`config.mk`:
```
export PLATFORM = sky130hd
export DESIGN_NAME = plm_lock_monitor
export DESIGN_NICKNAME = d
export VERILOG_FILES = /design/src/plm_pkg.sv /design/src/plm_lock_monitor.sv
export SDC_FILE = /design/constraint.sdc
export NUM_CORES = 1
export LEC_CHECK = 0
export BUFFER_PORTS_ARGS = -buffer_cell sky130_fd_sc_hd__buf_4
export CAP_MARGIN = 20
export CORE_MARGIN = 10
export CORE_UTILIZATION = 54
export CTS_CLUSTER_DIAMETER = 200
export CTS_CLUSTER_SIZE = 16
export DETAILED_ROUTE_END_ITERATION = 7
export PLACE_DENSITY = 0.78
export SETUP_SLACK_MARGIN = 0.1
export SLEW_MARGIN = 20
export SYNTH_ARGS = -nofsm -noshare
export SYNTH_HDL_FRONTEND = slang
export SYNTH_SLANG_ARGS = --single-unit
```
`constraint.sdc`:
```
create_clock -name core_clk -period 4.1 [get_ports core_clk]
set_input_delay 0.41 -clock core_clk [delete_from_list [all_inputs] [get_ports core_clk]]
set_output_delay 0.41 -clock core_clk [all_outputs]
set_load 0.02 [all_outputs]
```
`src/plm_pkg.sv`:
```
// package: register map, field layout, reset values and timing constants
// What this block does
// software writes zeros to supply register bits 7:2
// wait two seconds at startup unless skipped
// power mode bit: 0 low, 1 high (reset)
// software writes zeros to monitor register bits 7:5
// run bit acts live, enables lock detector
// codes 0-3: ppb limits, 670/170/42/10 ms
// codes 4-7: ppm limits, 2.6ms down to 41us
// selector resets to 110b, register to 0x0C
// decision threshold tolerance is plus/minus 25 percent
// disable bit set to 1 stops detector
// measure while run and not disabled, per interval
// 10-bit error magnitude split over two registers
// bit 3 gives error unit, ppb or ppm
// bit 4 flags measurement complete
// bit 2 shows locked or unlocked
package plm_pkg;
  // register indices as printed, byte address is four times the index
  localparam logic [7:0] PLM_IDX_SUPPLY = 8'h1c;
  localparam logic [7:0] PLM_IDX_LOCKCTL = 8'h1d;
  localparam logic [7:0] PLM_IDX_ERR_LO = 8'h1e;
  localparam logic [7:0] PLM_IDX_ERR_HI = 8'h1f;
  localparam logic [7:0] PLM_IDX_IRQ_STAT = 8'h20;
  localparam logic [7:0] PLM_IDX_IRQ_MASK = 8'h21;
  // reset values
  localparam logic [7:0] PLM_SUPPLY_RST = 8'h01;
  localparam logic [7:0] PLM_LOCKCTL_RST = 8'h0c;
  // field positions
  localparam int PLM_B_POWER = 0;
  localparam int PLM_B_SKIP = 1;
  localparam int PLM_B_DISABLE = 0;
  localparam int PLM_B_SEL_LO = 1;
  localparam int PLM_B_RUN = 4;
  localparam int PLM_B_LOCKED = 2;
  localparam int PLM_B_UNIT = 3;
  localparam int PLM_B_DONE = 4;
  // interrupt status bits
  localparam int PLM_EV_DONE = 0;
  localparam int PLM_EV_LOCKCHG = 1;
  localparam int PLM_EV_SETTLED = 2;
  // clock rate
  localparam int unsigned PLM_CLK_PER_MS = 10_000;
  localparam int unsigned PLM_CLK_PER_US = 10;
  // regulator settle wait in seconds
  localparam int unsigned PLM_SETTLE_S = 2;
  // update intervals, codes 0-3 in ms, codes 4-7 in us
  localparam int unsigned PLM_T0_MS = 670;
  localparam int unsigned PLM_T1_MS = 170;
  localparam int unsigned PLM_T2_MS = 42;
  localparam int unsigned PLM_T3_MS = 10;
  localparam int unsigned PLM_T4_US = 2600;
  localparam int unsigned PLM_T5_US = 660;
  localparam int unsigned PLM_T6_US = 160;
  localparam int unsigned PLM_T7_US = 41;
  // error limits, codes 0-3 in ppb, codes 4-7 in ppb too (ppm times 1000)
  localparam logic [23:0] PLM_LIM0 = 24'h00_000f;
  localparam logic [23:0] PLM_LIM1 = 24'h00_003c;
  localparam logic [23:0] PLM_LIM2 = 24'h00_00ee;
  localparam logic [23:0] PLM_LIM3 = 24'h00_03ba;
  localparam logic [23:0] PLM_LIM4 = 24'h00_0ed8;
  localparam logic [23:0] PLM_LIM5 = 24'h00_3a98;
  localparam logic [23:0] PLM_LIM6 = 24'h00_ee48;
  localparam logic [23:0] PLM_LIM7 = 24'h03_b920;
  localparam logic [9:0] PLM_ERR_MAX = 10'h3ff;
  localparam logic [23:0] PLM_PPB_PER_PPM = 24'h00_03e8;
  // startup states
  typedef enum logic [1:0] {
    PLM_ST_WAIT = 2'b00,
    PLM_ST_READY = 2'b01
  } plm_state_t;
endpackage
```
`src/plm_lock_monitor.sv`:
```
// module: oscillator power control and frequency-error lock monitor with ahb-lite registers
//
// Decided for this implementation: the AHB-Lite register port.
`timescale 1ns/1ns
module plm_lock_monitor
  import plm_pkg::*;
#(
  parameter int unsigned SETTLE_CYC = PLM_SETTLE_S * 1000 * PLM_CLK_PER_MS,
  parameter int unsigned INTV0_CYC = PLM_T0_MS * PLM_CLK_PER_MS,
  parameter int unsigned INTV1_CYC = PLM_T1_MS * PLM_CLK_PER_MS,
  parameter int unsigned INTV2_CYC = PLM_T2_MS * PLM_CLK_PER_MS,
  parameter int unsigned INTV3_CYC = PLM_T3_MS * PLM_CLK_PER_MS,
  parameter int unsigned INTV4_CYC = PLM_T4_US * PLM_CLK_PER_US,
  parameter int unsigned INTV5_CYC = PLM_T5_US * PLM_CLK_PER_US
) (
  input wire logic core_clk,
  input wire logic rst_b,
  // ahb-lite slave
  input wire logic hsel,
  input wire logic [31:0] haddr,
  input wire logic [1:0] htrans,
  input wire logic hwrite,
  input wire logic [2:0] hsize,
  input wire logic hready,
  input wire logic [31:0] hwdata,
  output logic [31:0] hrdata,
  output logic hreadyout,
  output logic hresp,
  // measured frequency error from the phase detector, in ppb
  input wire logic [23:0] meas_error_ppb,
  // oscillator controls and status
  output logic oscillator_power_mode,
  output logic osc_settled,
  output logic pll_locked,
  output logic irq
);

  ////////////////////////////////////////////////////////////////////////////
  // declarations

  // control registers
  logic skip_regulator_settle_wait; // supply register bit 1
  logic lock_monitor_run; // live run bit
  logic [2:0] lock_error_limit_sel; // threshold and interval selector
  logic lock_monitor_disable; // live disable bit
  // readback state
  logic [9:0] freq_error_magnitude; // saturated error value
  logic error_unit_select; // 0 ppb, 1 ppm
  logic lock_measure_complete; // a measurement has finished
  // interrupt registers
  logic [2:0] irq_stat; // sticky events
  logic [2:0] irq_mask; // 1 lets the event reach irq
  // startup wait
  plm_state_t state;
  plm_state_t next_state;
  logic [24:0] settle_cnt; // cycles spent waiting
  // measurement timing
  logic [24:0] intv_cnt; // cycles into current interval
  logic [2:0] sel_seen; // selector of the running interval
  // ahb address phase capture
  logic wr_pend; // write data phase pending
  logic [7:0] wr_idx; // register index of the pending write

  ////////////////////////////////////////////////////////////////////////////
  // bus decode

  // a valid transfer is a selected nonsequential or sequential phase
  wire addr_ok = hsel && hready && htrans[1];
  // word index of the access
  wire [7:0] acc_idx = haddr[9:2];
  wire rd_req = addr_ok && !hwrite;
  // write strobes in the data phase
  wire wr_supply = wr_pend && (wr_idx == PLM_IDX_SUPPLY);
  wire wr_lockctl = wr_pend && (wr_idx == PLM_IDX_LOCKCTL);
  wire wr_stat = wr_pend && (wr_idx == PLM_IDX_IRQ_STAT);
  wire wr_mask = wr_pend && (wr_idx == PLM_IDX_IRQ_MASK);

  // register images, reserved bits read as zero
  wire [7:0] supply_img = {6'h00, skip_regulator_settle_wait, oscillator_power_mode};
  wire [7:0] lockctl_img = {3'h0, lock_monitor_run, lock_error_limit_sel,
                            lock_monitor_disable};
  wire [7:0] err_lo_img = freq_error_magnitude[7:0];
  wire [7:0] err_hi_img = {3'h0, lock_measure_complete, error_unit_select, pll_locked,
                           freq_error_magnitude[9:8]};

  // read mux, unmapped words read as zero
  wire [7:0] rd_byte =
      (acc_idx == PLM_IDX_SUPPLY) ? supply_img :
      (acc_idx == PLM_IDX_LOCKCTL) ? lockctl_img :
      (acc_idx == PLM_IDX_ERR_LO) ? err_lo_img :
      (acc_idx == PLM_IDX_ERR_HI) ? err_hi_img :
      (acc_idx == PLM_IDX_IRQ_STAT) ? {5'h00, irq_stat} :
      (acc_idx == PLM_IDX_IRQ_MASK) ? {5'h00, irq_mask} : 8'h00;

  ////////////////////////////////////////////////////////////////////////////
  // interval and limit selection

  // update interval in cycles for each selector code
  wire [24:0] intv_tab [8];
  assign intv_tab[0] = 25'(INTV0_CYC);
  assign intv_tab[1] = 25'(INTV1_CYC);
  assign intv_tab[2] = 25'(INTV2_CYC);
  assign intv_tab[3] = 25'(INTV3_CYC);
  assign intv_tab[4] = 25'(INTV4_CYC);
  assign intv_tab[5] = 25'(INTV5_CYC);
  assign intv_tab[6] = 25'(PLM_T6_US * PLM_CLK_PER_US);
  assign intv_tab[7] = 25'(PLM_T7_US * PLM_CLK_PER_US);
  // error limit in ppb for each selector code
  wire [23:0] lim_tab [8];
  assign lim_tab[0] = PLM_LIM0;
  assign lim_tab[1] = PLM_LIM1;
  assign lim_tab[2] = PLM_LIM2;
  assign lim_tab[3] = PLM_LIM3;
  assign lim_tab[4] = PLM_LIM4;
  assign lim_tab[5] = PLM_LIM5;
  assign lim_tab[6] = PLM_LIM6;
  assign lim_tab[7] = PLM_LIM7;

  // detector runs only when run is set, disable clear and oscillator settled
  wire meas_active = lock_monitor_run && !lock_monitor_disable
                     && (state == PLM_ST_READY);
  // a selector change restarts the interval
  wire sel_changed = (sel_seen != lock_error_limit_sel);
  // last cycle of the selected interval
  wire intv_end = meas_active && !sel_changed
                  && (intv_cnt >= intv_tab[lock_error_limit_sel] - 25'd1);
  // ppm range for the upper selector codes
  wire unit_ppm = lock_error_limit_sel[2];
  wire [23:0] err_ppm = meas_error_ppb / PLM_PPB_PER_PPM;
  wire [23:0] err_scaled = unit_ppm ? err_ppm : meas_error_ppb;
  // saturate into the 10-bit readback
  wire [9:0] err_sat = (err_scaled > {14'h0000, PLM_ERR_MAX}) ? PLM_ERR_MAX
                       : err_scaled[9:0];
  // nominal comparison; real silicon allows a quarter either side
  wire meas_locked = (meas_error_ppb <= lim_tab[lock_error_limit_sel]);
  wire lock_change = intv_end && (meas_locked != pll_locked);
  // settle wait ends on timeout or when software asks to skip it
  wire settle_end = (state == PLM_ST_WAIT)
                    && (skip_regulator_settle_wait
                        || (settle_cnt >= 25'(SETTLE_CYC) - 25'd1));
  // events into the sticky status
  wire [2:0] ev_set = {settle_end, lock_change, intv_end};

  ////////////////////////////////////////////////////////////////////////////
  // startup state machine

  // next state of the regulator wait
  always_comb begin
    case (state)
      PLM_ST_WAIT: begin
        next_state = settle_end ? PLM_ST_READY : PLM_ST_WAIT;
      end
      PLM_ST_READY: begin
        next_state = PLM_ST_READY;
      end
      default: begin
        next_state = PLM_ST_WAIT;
      end
    endcase
  end

  // state register and settle counter
  always_ff @(posedge core_clk or negedge rst_b) begin
    if (!rst_b) begin
      state <= PLM_ST_WAIT;
      settle_cnt <= 25'h000_0000;
    end else begin
      state <= next_state;
      settle_cnt <= (state == PLM_ST_WAIT) ? settle_cnt + 25'd1 : 25'h000_0000;
    end
  end

  // settled output follows the state
  always_ff @(posedge core_clk or negedge rst_b) begin
    if (!rst_b) begin
      osc_settled <= 1'b0;
    end else begin
      osc_settled <= (next_state == PLM_ST_READY);
    end
  end

  ////////////////////////////////////////////////////////////////////////////
  // ahb-lite slave

  // capture the address phase of writes
  always_ff @(posedge core_clk or negedge rst_b) begin
    if (!rst_b) begin
      wr_pend <= 1'b0;
      wr_idx <= 8'h00;
    end else begin
      wr_pend <= addr_ok && hwrite;
      wr_idx <= acc_idx;
    end
  end

  // read data is ready for the data phase that follows
  always_ff @(posedge core_clk or negedge rst_b) begin
    if (!rst_b) begin
      hrdata <= 32'h0000_0000;
    end else if (rd_req) begin
      hrdata <= {24'h00_0000, rd_byte};
    end
  end

  // zero wait state, always okay
  always_ff @(posedge core_clk or negedge rst_b) begin
    if (!rst_b) begin
      hreadyout <= 1'b0;
      hresp <= 1'b0;
    end else begin
      hreadyout <= 1'b1;
      hresp <= 1'b0;
    end
  end

  ////////////////////////////////////////////////////////////////////////////
  // control registers

  // supply register; reserved bits are not stored
  always_ff @(posedge core_clk or negedge rst_b) begin
    if (!rst_b) begin
      oscillator_power_mode <= PLM_SUPPLY_RST[PLM_B_POWER];
      skip_regulator_settle_wait <= PLM_SUPPLY_RST[PLM_B_SKIP];
    end else if (wr_supply) begin
      oscillator_power_mode <= hwdata[PLM_B_POWER];
      skip_regulator_settle_wait <= hwdata[PLM_B_SKIP];
    end
  end

  // lock monitor control; bits act at once with no transfer strobe
  always_ff @(posedge core_clk or negedge rst_b) begin
    if (!rst_b) begin
      lock_monitor_run <= PLM_LOCKCTL_RST[PLM_B_RUN];
      lock_error_limit_sel <= PLM_LOCKCTL_RST[PLM_B_SEL_LO +: 3];
      lock_monitor_disable <= PLM_LOCKCTL_RST[PLM_B_DISABLE];
    end else if (wr_lockctl) begin
      lock_monitor_run <= hwdata[PLM_B_RUN];
      lock_error_limit_sel <= hwdata[PLM_B_SEL_LO +: 3];
      lock_monitor_disable <= hwdata[PLM_B_DISABLE];
    end
  end

  ////////////////////////////////////////////////////////////////////////////
  // measurement engine

  // interval counter restarts when idle or when the selector moves
  always_ff @(posedge core_clk or negedge rst_b) begin
    if (!rst_b) begin
      intv_cnt <= 25'h000_0000;
      sel_seen <= PLM_LOCKCTL_RST[PLM_B_SEL_LO +: 3];
    end else begin
      sel_seen <= lock_error_limit_sel;
      if (!meas_active || sel_changed || intv_end) begin
        intv_cnt <= 25'h000_0000;
      end else begin
        intv_cnt <= intv_cnt + 25'd1;
      end
    end
  end

  // results latch at the end of each interval
  always_ff @(posedge core_clk or negedge rst_b) begin
    if (!rst_b) begin
      freq_error_magnitude <= 10'h000;
      error_unit_select <= 1'b0;
      pll_locked <= 1'b0;
    end else if (intv_end) begin
      freq_error_magnitude <= err_sat;
      error_unit_select <= unit_ppm;
      pll_locked <= meas_locked;
    end
  end

  // complete flag: set by a finished interval, cleared while idle
  always_ff @(posedge core_clk or negedge rst_b) begin
    if (!rst_b) begin
      lock_measure_complete <= 1'b0;
    end else if (intv_end) begin
      lock_measure_complete <= 1'b1;
    end else if (!meas_active) begin
      lock_measure_complete <= 1'b0;
    end
  end

  ////////////////////////////////////////////////////////////////////////////
  // interrupts

  // sticky status per event; a set in the clearing cycle wins
  genvar gi;
  generate
    for (gi = 0; gi < 3; gi++) begin : g_stat
      always_ff @(posedge core_clk or negedge rst_b) begin
        if (!rst_b) begin
          irq_stat[gi] <= 1'b0;
        end else if (ev_set[gi]) begin
          irq_stat[gi] <= 1'b1;
        end else if (wr_stat && hwdata[gi]) begin
          irq_stat[gi] <= 1'b0;
        end
      end
    end
  endgenerate

  // mask register, all events masked after reset
  always_ff @(posedge core_clk or negedge rst_b) begin
    if (!rst_b) begin
      irq_mask <= 3'h0;
    end else if (wr_mask) begin
      irq_mask <= hwdata[2:0];
    end
  end

  // level interrupt from the next status and mask
  wire [2:0] next_stat = ev_set | (irq_stat & ~({3{wr_stat}} & hwdata[2:0]));
  wire [2:0] next_mask = wr_mask ? hwdata[2:0] : irq_mask;
  always_ff @(posedge core_clk or negedge rst_b) begin
    if (!rst_b) begin
      irq <= 1'b0;
    end else begin
      irq <= |(next_stat & next_mask);
    end
  end

endmodule // plm_lock_monitor

```
---- Word-level counts from Yosys, hierarchy flattened ----
Memories as Yosys holds them, arrays and structs flattened.
Index checks and enable logic that the tools add are counted.
operators by class
  add/subtract/negate cells ............... 3
  $mul .................................... 0
  div/mod/pow operators ................... 1
  magnitude comparators ................... 5
  equality and inequality tests ........... 15
  shifts and indexed selects .............. 0
  muxes and demuxes ....................... 25
  bitwise operators ....................... 6
  reduce and logical (&&, ||, !) cells .... 29
operator list
  operator                                                          count
  2-to-1 mux 25 bit                                                 4
  2-to-1 mux 24 bit                                                 3
  adder 25 x 1 -> 25 bit (second input constant)                    2
  == test 8 x 5 -> 1 bit (second input constant)                    6
  == test 8 x 6 -> 1 bit (second input constant)                    4
  >= comparator 25 bit                                              1
  >= comparator 25 bit (second input constant)                      1
  subtractor 25 x 1 -> 25 bit (second input constant)               1
  divider 24 x 10 -> 24 bit (second input constant)                 1
  greater-than comparator 24 x 10 -> 1 bit (second input constant)  1
  <= comparator 24 bit                                              1
  2-to-1 mux 8 bit                                                  3
  logical AND 1 bit                                                 17
  2-to-1 mux 10 bit                                                 1
  AND 3 bit                                                         3
  2-to-1 mux 1 bit                                                  9
  2-to-1 mux 3 bit                                                  3
  nonzero test 2 bit                                                3
  2-to-1 mux 5 bit                                                  1
  >= comparator 4 bit (second input constant)                       1
  logical NOT 1 bit                                                 4
  inverter 3 -> 4 bit                                               1
  logical OR 1 bit                                                  3
  inequality test 3 bit                                             1
  9 further kinds                                                   9
word-level totals
  bits in registers ....................... 101
  bits in latches ......................... 0
  bits in writable memories ............... 0
  bits in read-only memories .............. 392
  input bits .............................. 98
  output and inout port bits .............. 38
  logic and storage cells ................. 109
  memories ................................ 2
memories
  memory            depth  bits a word  rd ports  clocked after Yosys merged registers in  write ports  line                     RTL
  (name not given)  8      25           1         0                                        0            plm_lock_monitor.sv:126  && (intv_cnt >= intv_tab[lock_error_limit_sel] - 25'd1);
  (name not given)  8      24           1         0                                        0            plm_lock_monitor.sv:135  wire meas_locked = (meas_error_ppb <= lim_tab[lock_error_limit_sel]);

---- Logic depth before layout (Yosys ltp) ----
Gate-level depths: netlist (run 1).
  word-level depth ........................ 11
  depth in mapped cells ................... 42
  depth with buffers taken out ............ 32

---- Worst setup path before layout (run 1) ----
No wires, ideal clock.
  path kind ............................... input to register
  start point ............................. input meas_error_ppb[19]
  end point ............................... register freq_error_magnitude[0]
  setup time .............................. 77 ps
  arrival ................................. 8858 ps
  required time ........................... 4023 ps
  slack ................................... -4836 ps
  stages .................................. 33
  path buffers ............................ 2
  cells stage by stage .................... and4_4 -> buf_6 -> a2111oi_4 -> a21oi_2 -> or3_4 -> o41a_1 -> or4_4 -> a21o_1 -> or4_4 -> a31oi_4 -> a41o_2 -> a22oi_2 -> or3b_1 -> buf_2 -> a211oi_4 -> nor3_1 -> a32oi_1 -> a211oi_2 -> o221a_2 -> a21oi_4 -> mux2i_1 -> xor2_1 -> a21oi_1 -> a41oi_2 -> mux2_2 -> a22o_2 -> a211o_1 -> mux2_2 -> and2_1 -> o32ai_2 -> o2111a_1 -> o22ai_1 -> a21oi_1
between the ends
  cells in the longest elaborated chain, start to end .. 4
ends and longest elaborated chain
  what                                      line                     RTL
  start, declared                           plm_lock_monitor.sv:30   input wire logic [23:0] meas_error_ppb,
  divider 24 x 10 -> 24 bit                 plm_lock_monitor.sv:129  wire [23:0] err_ppm = meas_error_ppb / PLM_PPB_PER_PPM;
  2-to-1 mux 24 bit (*)                     plm_lock_monitor.sv:130  wire [23:0] err_scaled = unit_ppm ? err_ppm : meas_error_ppb;
  greater-than comparator 24 x 10 -> 1 bit  plm_lock_monitor.sv:132  wire [9:0] err_sat = (err_scaled > {14'h0000, PLM_ERR_MAX}) ? PLM_ERR_MAX
  2-to-1 mux 10 bit (*)                     plm_lock_monitor.sv:132
  end signal, assigned                      plm_lock_monitor.sv:268  freq_error_magnitude <= err_sat;
  end, declared                             plm_lock_monitor.sv:47   logic [9:0] freq_error_magnitude;
Every way passes the cells marked *; elsewhere a longest branch is shown, timed or not.
A chain may end at the register's enable or synchronous reset.

---- Final worst setup path (run 1) ----
  start point ............................. input meas_error_ppb[22]
  end point ............................... register freq_error_magnitude[0]
The elaborated chain is that of the path after synthesis.

==> results.json, run 1 <==
{
  "row_count": 50,
  "max-cap-violations": 0,
  "netlist_instances": 1311,
  "ys_seq_area_share_pct": 23.7,
  "place_area_um2": 13400,
  "drtIter0Drc": 2453,
  "fin_cells": 2006,
  "mostFrequentLayoutCells": "buf_4 (421), nor2_1 (128), nand2_1 (98)",
  "finalNetCount": 1891,
  "synth_area_per_cell_um2": 8.01,
  "die_w_um": 159,
  "slew_viol_final": 0,
  "antenna_found_initial": 0,
  "area_growth_pct": 51.8,
  "relSlewSlack_pct": 31.8,
  "startpoint_type": "input pin",
  "die-area_um2": 25400,
  "final_common_cell": "buf_4",
  "syn-cell-area_um2": 10500,
  "crit_top_cell": "buf_4",
  "fmax_ghz": 0.102,
  "cp.required_ns": 4.39,
  "die-height_um": 159,
  "final.min_clock_period_ns": 9.83,
  "final_hold_viol_count": 0,
  "grt_pass1_wl_um": 60600,
  "overflow": 0,
  "r2r-end": "irq",
  "first_global_vias": 12500,
  "wl_per_cell_um": 25.0,
  "yosysWarnings": 0,
  "hpwlAfterDp_um": 25700,
  "setup_ws_ns": -5.73,
  "r2r_slack_ns": -0.34,
  "clk_latency_ns": 0.36,
  "r2r-start": "lock_error_limit_sel[2]",
  "grt.total_usage_pct": 27.7,
  "vias": 14200,
  "drc": 0,
  "cpPeakStageDelay_ns": 0.65,
  "clk_pin_slew_ns": 0.08,
  "setup_viol": 15,
  "synth_edf_count": 0,
  "p_leak_nw": 6.94,
  "end_kind": "register",
  "synth_xor_area_share_pct": 6.42,
  "synth_ff_type": "dfrtp_1",
  "timing.hold.ws_ns": 0.152,
  "synth_top_family_by_area": "compound AO/OA/AOI/OAI gates",
  "synth_compound_area_share_pct": 27.3,
  "worstSetupStartpoint": "meas_error_ppb[22]",
  "cts_tree": "done",
  "dr.pass1.iters": 8,
  "tightest_slew_ns": 1.01,
  "core_um2": 18900,
  "status": "finished with violations",
  "dp.cells": 1876,
  "worst_hold_path_type": "input pin to async pin",
  "worst-setup-path-type": "input pin to register",
  "rsz0062_at_grt": "true",
  "numClockSinks": 99,
  "synthMuxAreaShare_pct": 4.84,
  "cp_max_fo": 7,
  "io_pins": 136,
  "port_buffers": 55,
  "yosys.area_share.simple_pct": 25.1,
  "hold_buffers": 0,
  "htreeDepth": 3,
  "grt_max_degree": 69,
  "routabilityCongestion": 0.976,
  "synth_fa_ha_area_share_pct": 6.97,
  "power.density_nw_per_um2": 805,
  "fin_crit_sh_pct": 240,
  "drive_gt1_share_pct": 42.7,
  "violations": "setup timing",
  "n_fill_cell": 913,
  "antenna_cells": 0,
  "clockRootBuffer": "clkbuf_16",
  "reg2reg_depth": 24,
  "viasPerCell": 7.08,
  "numCtsBuffers": 9,
  "finalClockSkew_ns": 0.0134,
  "async_flop_share_pct": 100,
  "ir_worst_vdd_mv": 0.978,
  "cts_buffer_depth": 2,
  "yosysUniqueCellTypes": 119,
  "initial_core_util_pct": 55.6,
  "drt_wl_total_um": 50100,
  "arrival_ns": 10.12,
  "stdcell_area_um2": 15900,
  "finalPower_mw": 12.8,
  "finalSetupTns_ns": -34.50,
  "final_antenna_net_count": 0,
  "synth-seq-cells": 99,
  "slowest_stage": "a21oi_1"
}
cell usage after synthesis, types with 9 or more instances:
cell type | n | area share (%)
a211o_1 | 11 | 0.92
a211oi_1 | 12 | 0.86
a21o_1 | 21 | 1.5
a21oi_1 | 76 | 3.6
a31oi_1 | 16 | 0.95
and2_1 | 17 | 1.0
and3_1 | 17 | 1.0
buf_2 | 14 | 0.67
buf_4 | 27 | 1.9
clkbuf_1 | 39 | 1.4
dfrtp_1 | 94 | 22
ha_1 | 52 | 6.2
inv_1 | 35 | 1.3
mux2_2 | 19 | 2.0
mux2i_1 | 26 | 2.5
nand2_1 | 112 | 4.0
nand2b_1 | 21 | 1.3
nand3_1 | 47 | 2.2
nand4_1 | 31 | 1.8
nor2_1 | 141 | 5.0
nor2b_1 | 11 | 0.66
nor3_1 | 37 | 1.8
nor4_1 | 18 | 1.1
o211ai_1 | 15 | 1.1
o21ai_0 | 67 | 3.2
o22ai_1 | 9 | 0.54
o31ai_1 | 18 | 1.3
or3_1 | 16 | 0.95
xnor2_1 | 44 | 3.7
xor2_1 | 33 | 2.8
sequential cells by signal (all words and copies together) (netlist names), 3 cells and up:
name,flops
freq_error_magnitude,10
hrdata,8
intv_cnt,25
irq_mask,3
irq_stat,3
lock_error_limit_sel,3
sel_seen,3
settle_cnt,25
wr_idx,8
cell type report:
type / count / area (µm²) / share of cell area [%]
Clock buffer: 9 / 225 / 1.41
Clock inverter: 7 / 60.1 / 0.377
Inverter: 38 / 146 / 0.919
Multi-Input combinational cell: 1114 / 8820 / 55.4
Sequential cell: 99 / 2480 / 15.6
Tap cell: 260 / 325 / 2.04
Timing Repair Buffer: 479 / 3870 / 24.3
power breakdown:
| group | leakage, nW | switching [mW] | total, mW | internal, mW |
|---|---|---|---|---|
| clock | 0.136 | 0.424 | 0.848 | 0.423 |
| sequential | 1.25 | 0.0407 | 1.07 | 1.03 |
| combinational | 5.56 | 5.67 | 10.9 | 5.25 |
routing by layer:
layer  global-route usage [%]  routed length [µm]  vias up
li1                         -                   -     5716
met1                     32.9               16800     6530
met2                     47.8               22700     1381
met3                     3.67                5940      567
met4                     14.0                4720        0
met5                        0                   0        -
worst max-delay path: cells and delay by family:
kind	cells	cell delay, ns
mux	1	0.43
simple gates	9	2.28
compound gates	22	5.34
buf+inv	10	1.65
per-stage QoR:
step	setup WS (ns)	util, %
final	-5.73	84.3
after global routing	-6.03	84.3
after CTS	-4.42	77.7
after detailed placement	-4.96	71.0
after global placement	-4.73	71.0
after floorplan	-4.51	-
worst max path at each step:
stage	to	slack, ns	depth (start not counted)
2_1_floorplan	freq_error_magnitude[0]	-4.51	34
3_3_place_gp	freq_error_magnitude[0]	-4.73	38
3_5_place_dp	freq_error_magnitude[0]	-4.96	37
4_1_cts	freq_error_magnitude[0]	-4.42	35
5_1_grt	freq_error_magnitude[0]	-6.03	41
6_report	freq_error_magnitude[0]	-5.73	42
timing repair:
| item | in CTS | in global routing |
|---|---|---|
| setup buffers | 56 | 60 |
| setup endpoints to repair | 12 | 39 |
| gates cloned | 1 | 3 |
| resized for setup | 120 | 167 |
| pin swaps | 56 | 65 |
| endpoints found under the hold margin | 0 | 0 |
cell families (layout without fill, tap and decap cells):
logic type,Yosys count,in the layout
AO/OA/AOI/OAI,384,384
XOR/XNOR,77,77
adder cells (fa/ha/maj),60,60
buffers and inverters,123,533
flip-flops,99,99
multiplexers,47,47
other,2,27
AND/OR/NAND/NOR,519,519
Note: power is estimated with default switching activity, not from simulation.
==> inputs of run 2 (changes only) <==
--- a/config.mk
+++ b/config.mk
@@ -8,11 +8,10 @@
 export BUFFER_PORTS_ARGS = -buffer_cell sky130_fd_sc_hd__buf_4
 export CAP_MARGIN = 20
 export CORE_MARGIN = 10
-export CORE_UTILIZATION = 54
+export CORE_UTILIZATION = 40
 export CTS_CLUSTER_DIAMETER = 200
 export CTS_CLUSTER_SIZE = 16
 export DETAILED_ROUTE_END_ITERATION = 7
-export PLACE_DENSITY = 0.78
 export SETUP_SLACK_MARGIN = 0.1
 export SLEW_MARGIN = 20
 export SYNTH_ARGS = -nofsm -noshare
==> run 2 against run 1 <==
Compared with the run above: the run still ends with setup timing left; largest power group unchanged; total power decreased by 15%; clock power decreased by 6.1%; critical path type unchanged; global-route usage decreased by 8.0 points; register-to-register slack improved by 0.57 ns; critical path depth decreased by 6; via count decreased by 19%; count of clock-buffer cells in the layout increased by 4; clock skew decreased by 0.0047 ns; final area decreased by 3.3%; non-clock buffer count decreased by 31; core utilization decreased by 25 points; die area increased by 30%.
==> results.json, run 2 (synthesis results as in run 1) <==
{
  "status": "finished with violations",
  "violations": "setup timing",
  "cts_buffer_depth": 2,
  "wl_per_cell_um": 16.8,
  "power.density_nw_per_um2": 709,
  "stdcell_area_um2": 15400,
  "startpoint_type": "input pin",
  "numClockSinks": 99,
  "end_kind": "register",
  "port_buffers": 55,
  "cp.required_ns": 4.32,
  "tightest_slew_ns": 0.853,
  "clockRootBuffer": "clkbuf_16",
  "setup_viol": 9,
  "htreeDepth": 3,
  "drt_wl_total_um": 34400,
  "core_um2": 25900,
  "critPathCapture": "freq_error_magnitude[0]",
  "io_pins": 136,
  "arrival_ns": 8.89,
  "setup_ws_ns": -4.57,
  "reg2reg_depth": 23,
  "grt_max_degree": 69,
  "relSlewSlack_pct": 43.2,
  "first_global_vias": 11300,
  "r2r-start": "lock_error_limit_sel[1]",
  "max-cap-violations": 0,
  "final_hold_viol_count": 0,
  "worst_hold_path_type": "input pin to async pin",
  "vias": 11400,
  "finalClockSkew_ns": 0.00870,
  "cp.depth": 36,
  "n_fill_cell": 2269,
  "initial_core_util_pct": 40.5,
  "grt.total_usage_pct": 19.7,
  "dr.pass1.iters": 5,
  "viasPerCell": 5.57,
  "final_common_cell": "buf_4",
  "area_growth_pct": 46.8,
  "dp_slack_ns": -5.04,
  "row_count": 59,
  "cpPeakStageDelay_ns": 0.46,
  "drc": 0,
  "clk_pin_slew_ns": 0.07,
  "numCtsBuffers": 9,
  "finalNetCount": 1861,
  "place_area_um2": 13800,
  "finalPower_mw": 10.9,
  "final.min_clock_period_ns": 8.67,
  "die_w_um": 182,
  "antenna_found_initial": 0,
  "worstSetupStartpoint": "meas_error_ppb[22]",
  "p_leak_nw": 6.67,
  "ir_worst_vdd_mv": 0.676,
  "finalSetupTns_ns": -23.06,
  "critPathBufInv": 4,
  "antenna_cells": 0,
  "final_antenna_net_count": 0,
  "slew_viol_final": 0,
  "rsz0062_at_grt": "true",
  "overflow": 0,
  "r2r_slack_ns": 0.23,
  "mostFrequentLayoutCells": "buf_4 (410), nor2_1 (133), nand2_1 (101)",
  "hpwlAfterDp_um": 26400,
  "cts_tree": "done",
  "die-area_um2": 33100,
  "drtIter0Drc": 875,
  "clk_latency_ns": 0.33,
  "routabilityCongestion": 0.924,
  "cp_max_fo": 6,
  "r2r-end": "freq_error_magnitude[7]",
  "grt_pass1_wl_um": 56100,
  "die-height_um": 182,
  "fmax_ghz": 0.115,
  "worst-setup-path-type": "input pin to register",
  "fin_crit_sh_pct": 212,
  "utilization_pct": 59.5,
  "slowest_stage": "o41a_1",
  "path_delay_family": "compound AO/OA/AOI/OAI gates",
  "drive_gt1_share_pct": 39.9,
  "reg_top3": "intv_cnt (25), settle_cnt (25), freq_error_magnitude (10)"
}
[run 2: layout make-up]
type                       count  area [µm²]  share of cell area, %
multi-input combinational   1115        8540                   55.4
inverter                      38         143                  0.926
clock buffer                  13         260                   1.69
sequential                    99        2480                   16.1
tap                          335         419                   2.72
clock inverter                 3        21.3                  0.138
timing repair buffer         448        3540                   23.0
[run 2: timing repair]
item                       4_1_cts  5_1_grt
pin swaps                       39       67
hold buffers                     0        0
setup buffers                   36       13
gates resized for setup        103      109
setup endpoints to repair       11       39
cloned                           2        1
[run 2: per-stage QoR]
step / hold WS, ns / std cells
after floorplan: 0.114 / 1336
after global placement: 0.448 / 1984
after detailed placement: 0.462 / 1984
after CTS: 0.192 / 2038
after global routing: 0.195 / 2051
final: 0.171 / 2051
[run 2: power breakdown]
part           total, mW  switching, mW  internal (mW)  leakage (nW)
Combinational       9.06           4.40           4.66          5.29
Clock              0.796          0.350          0.447         0.136
Sequential          1.06         0.0372           1.03          1.25
[run 2: metal layers]
layer  vias up  global-route usage (%)  part of all wire (%)
met5         -                       0                     0
met4         0                    3.25                   1.2
met3        33                    1.43                   3.6
met2       237                    33.9                    49
met1      5492                    26.6                    46
li1       5672                       -                     -
[run 2: how the worst min path moves through the flow]
stage / slack [ns] / start / end
floorplan: 0.11 / rst_b / error_unit_select
global placement: 0.45 / settle_cnt[0] / settle_cnt[0]
detailed placement: 0.46 / settle_cnt[0] / settle_cnt[0]
CTS: 0.19 / haddr[8] / wr_idx[6]
global route: 0.19 / haddr[7] / wr_idx[5]
finish: 0.17 / rst_b / settle_cnt[3]
==> inputs of run 3 (changes only) <==
--- a/config.mk
+++ b/config.mk
@@ -12,7 +12,7 @@
 export CTS_CLUSTER_DIAMETER = 200
 export CTS_CLUSTER_SIZE = 16
 export DETAILED_ROUTE_END_ITERATION = 7
-export SETUP_SLACK_MARGIN = 0.1
+export GPL_ROUTABILITY_DRIVEN = 1
 export SLEW_MARGIN = 20
 export SYNTH_ARGS = -nofsm -noshare
 export SYNTH_HDL_FRONTEND = slang
==> run 3 against run 2 <==
Compared with the run above: the run still ends with setup timing left; clock power grew 8.5%; sequential power is essentially flat; die area is the same; non-clock buffer count shrank 11; core utilization shrank 0.33 points; fmax shrank 0.20%; first-iteration DRC count shrank 6.2%; final cell count shrank 0.59%; via count grew 1.9%; flip-flop and latch count is the same; wire length is essentially flat; global-route usage is essentially flat.
==> results.json, run 3 (synthesis results as in run 1) <==
{
  "dr.pass1.iters": 7,
  "grt_max_degree": 74,
  "power.density_nw_per_um2": 681,
  "relSlewSlack_pct": 39.1,
  "final_antenna_net_count": 0,
  "clk_latency_ns": 0.35,
  "finalNetCount": 1849,
  "p_leak_nw": 6.63,
  "final.min_clock_period_ns": 8.69,
  "initial_core_util_pct": 40.5,
  "cts_buffer_depth": 2,
  "hold_buffers": 0,
  "r2r_slack_ns": 0.19,
  "cpPeakStageDelay_ns": 0.44,
  "core_um2": 25900,
  "rsz0062_at_grt": "true",
  "numClockSinks": 99,
  "viasPerCell": 5.71,
  "drt_wl_total_um": 34400,
  "arrival_ns": 8.93,
  "vias": 11600,
  "crit_top_cell": "buf_4",
  "cp.required_ns": 4.34,
  "area_growth_pct": 46.0,
  "die-height_um": 182,
  "drive_gt1_share_pct": 39.7,
  "routabilityCongestion": 0.915,
  "hold_start": "haddr[7]",
  "drc": 0,
  "r2r-start": "lock_error_limit_sel[1]",
  "grt_pass1_wl_um": 56200,
  "place_area_um2": 13600,
  "grt.total_usage_pct": 19.6,
  "antenna_cells": 0,
  "slew_viol_final": 0,
  "slowest_stage": "o31ai_1",
  "mostFrequentLayoutCells": "buf_4 (406), nor2_1 (133), nand2_1 (105)",
  "status": "finished with violations",
  "setup_ws_ns": -4.59,
  "worstSetupStartpoint": "meas_error_ppb[22]",
  "timing.hold.ws_ns": 0.190,
  "finalClockSkew_ns": 0.00874,
  "worst_hold_path_type": "input pin to register",
  "htreeDepth": 3,
  "antenna_found_initial": 0,
  "ir_worst_vdd_mv": 0.836,
  "die-area_um2": 33100,
  "fin_crit_sh_pct": 212,
  "cts_tree": "done",
  "final_hold_viol_count": 0,
  "violations": "setup timing",
  "stdcell_area_um2": 15300,
  "reg_top3": "intv_cnt (25), settle_cnt (25), freq_error_magnitude (10)",
  "max-cap-violations": 0,
  "die_w_um": 182,
  "final_common_cell": "buf_4",
  "io_pins": 136,
  "setup_viol": 9,
  "hpwlAfterDp_um": 25700,
  "end_kind": "register",
  "overflow": 0,
  "port_buffers": 55,
  "wl_per_cell_um": 16.9,
  "fmax_ghz": 0.115,
  "cp_max_fo": 8,
  "finalSetupTns_ns": -23.40,
  "row_count": 59,
  "worst-setup-path-type": "input pin to register",
  "clk_pin_slew_ns": 0.07,
  "clockRootBuffer": "clkbuf_16",
  "tightest_slew_ns": 0.914,
  "first_global_vias": 11500,
  "startpoint_type": "input pin",
  "numCtsBuffers": 9,
  "drtIter0Drc": 821
}
==> run 3: final timing paths <==
| check | endpoint | cells past startpoint |
|---|---|---|
| worst max-delay path | freq_error_magnitude[0] | 38 |
| worst min register to register | settle_cnt[0] | 1 |
| min in group asynchronous | settle_cnt[3] | 1 |
| worst min-delay path | wr_idx[5] | 1 |
| max in group asynchronous | lock_error_limit_sel[2] | 2 |
| worst max register to register | irq | 22 |
==> run 3: metrics by stage <==
stage	std cells	util [%]	power (mW)	setup WS [ns]
6_report	2039	59.1	10.4	-4.59
4_1_cts	2019	56.8	9.75	-4.28
5_1_grt	2039	59.1	11.2	-5.02
3_5_place_dp	1962	52.4	8.11	-5.04
3_3_place_gp	1962	52.4	8.05	-4.87
2_1_floorplan	1336	-	5.32	-4.51
==> run 3: final cells by class <==
type | instances | area [µm²]
Sequential cell | 99 | 2480
Clock buffer | 10 | 239
Fill cell | 2263 | 10600
Timing Repair Buffer | 437 | 3390
Clock inverter | 6 | 68.8
Multi-Input combinational cell | 1114 | 8580
Tap cell | 335 | 419
Inverter | 38 | 143
==> run 3: per-layer routing <==
| metal | vias up | track usage [%] | part of all wire [%] |
|---|---|---|---|
| li1 | 5646 | - | - |
| met1 | 5678 | 26.1 | 45 |
| met2 | 279 | 33.6 | 49 |
| met3 | 43 | 1.79 | 4.2 |
| met4 | 0 | 4.33 | 1.6 |
| met5 | - | 0 | 0 |
==> run 3: report_power, final <==
| group | switching, mW | total (mW) | leakage [nW] | internal [mW] |
|---|---|---|---|---|
| clock | 0.369 | 0.864 | 0.150 | 0.495 |
| sequential | 0.0341 | 1.06 | 1.25 | 1.03 |
| combinational | 4.25 | 8.51 | 5.24 | 4.26 |
==> run 3: worst max-delay path: cells and delay by family <==
kind / cells / cell delay [ns]
AO/OA/AOI/OAI: 20 / 4.89
adder cells (fa/ha/maj): 1 / 0.29
buffers and inverters: 6 / 0.92
multiplexers: 2 / 0.42
AND/OR/NAND/NOR: 9 / 1.97
==> run 3: timing repair <==
| item | 4_1_cts | 5_1_grt |
|---|---|---|
| gates cloned | 0 | 1 |
| setup buffers | 42 | 20 |
| endpoints found under the setup margin | 10 | 39 |
| resized for setup | 110 | 96 |
| pin swaps | 47 | 50 |
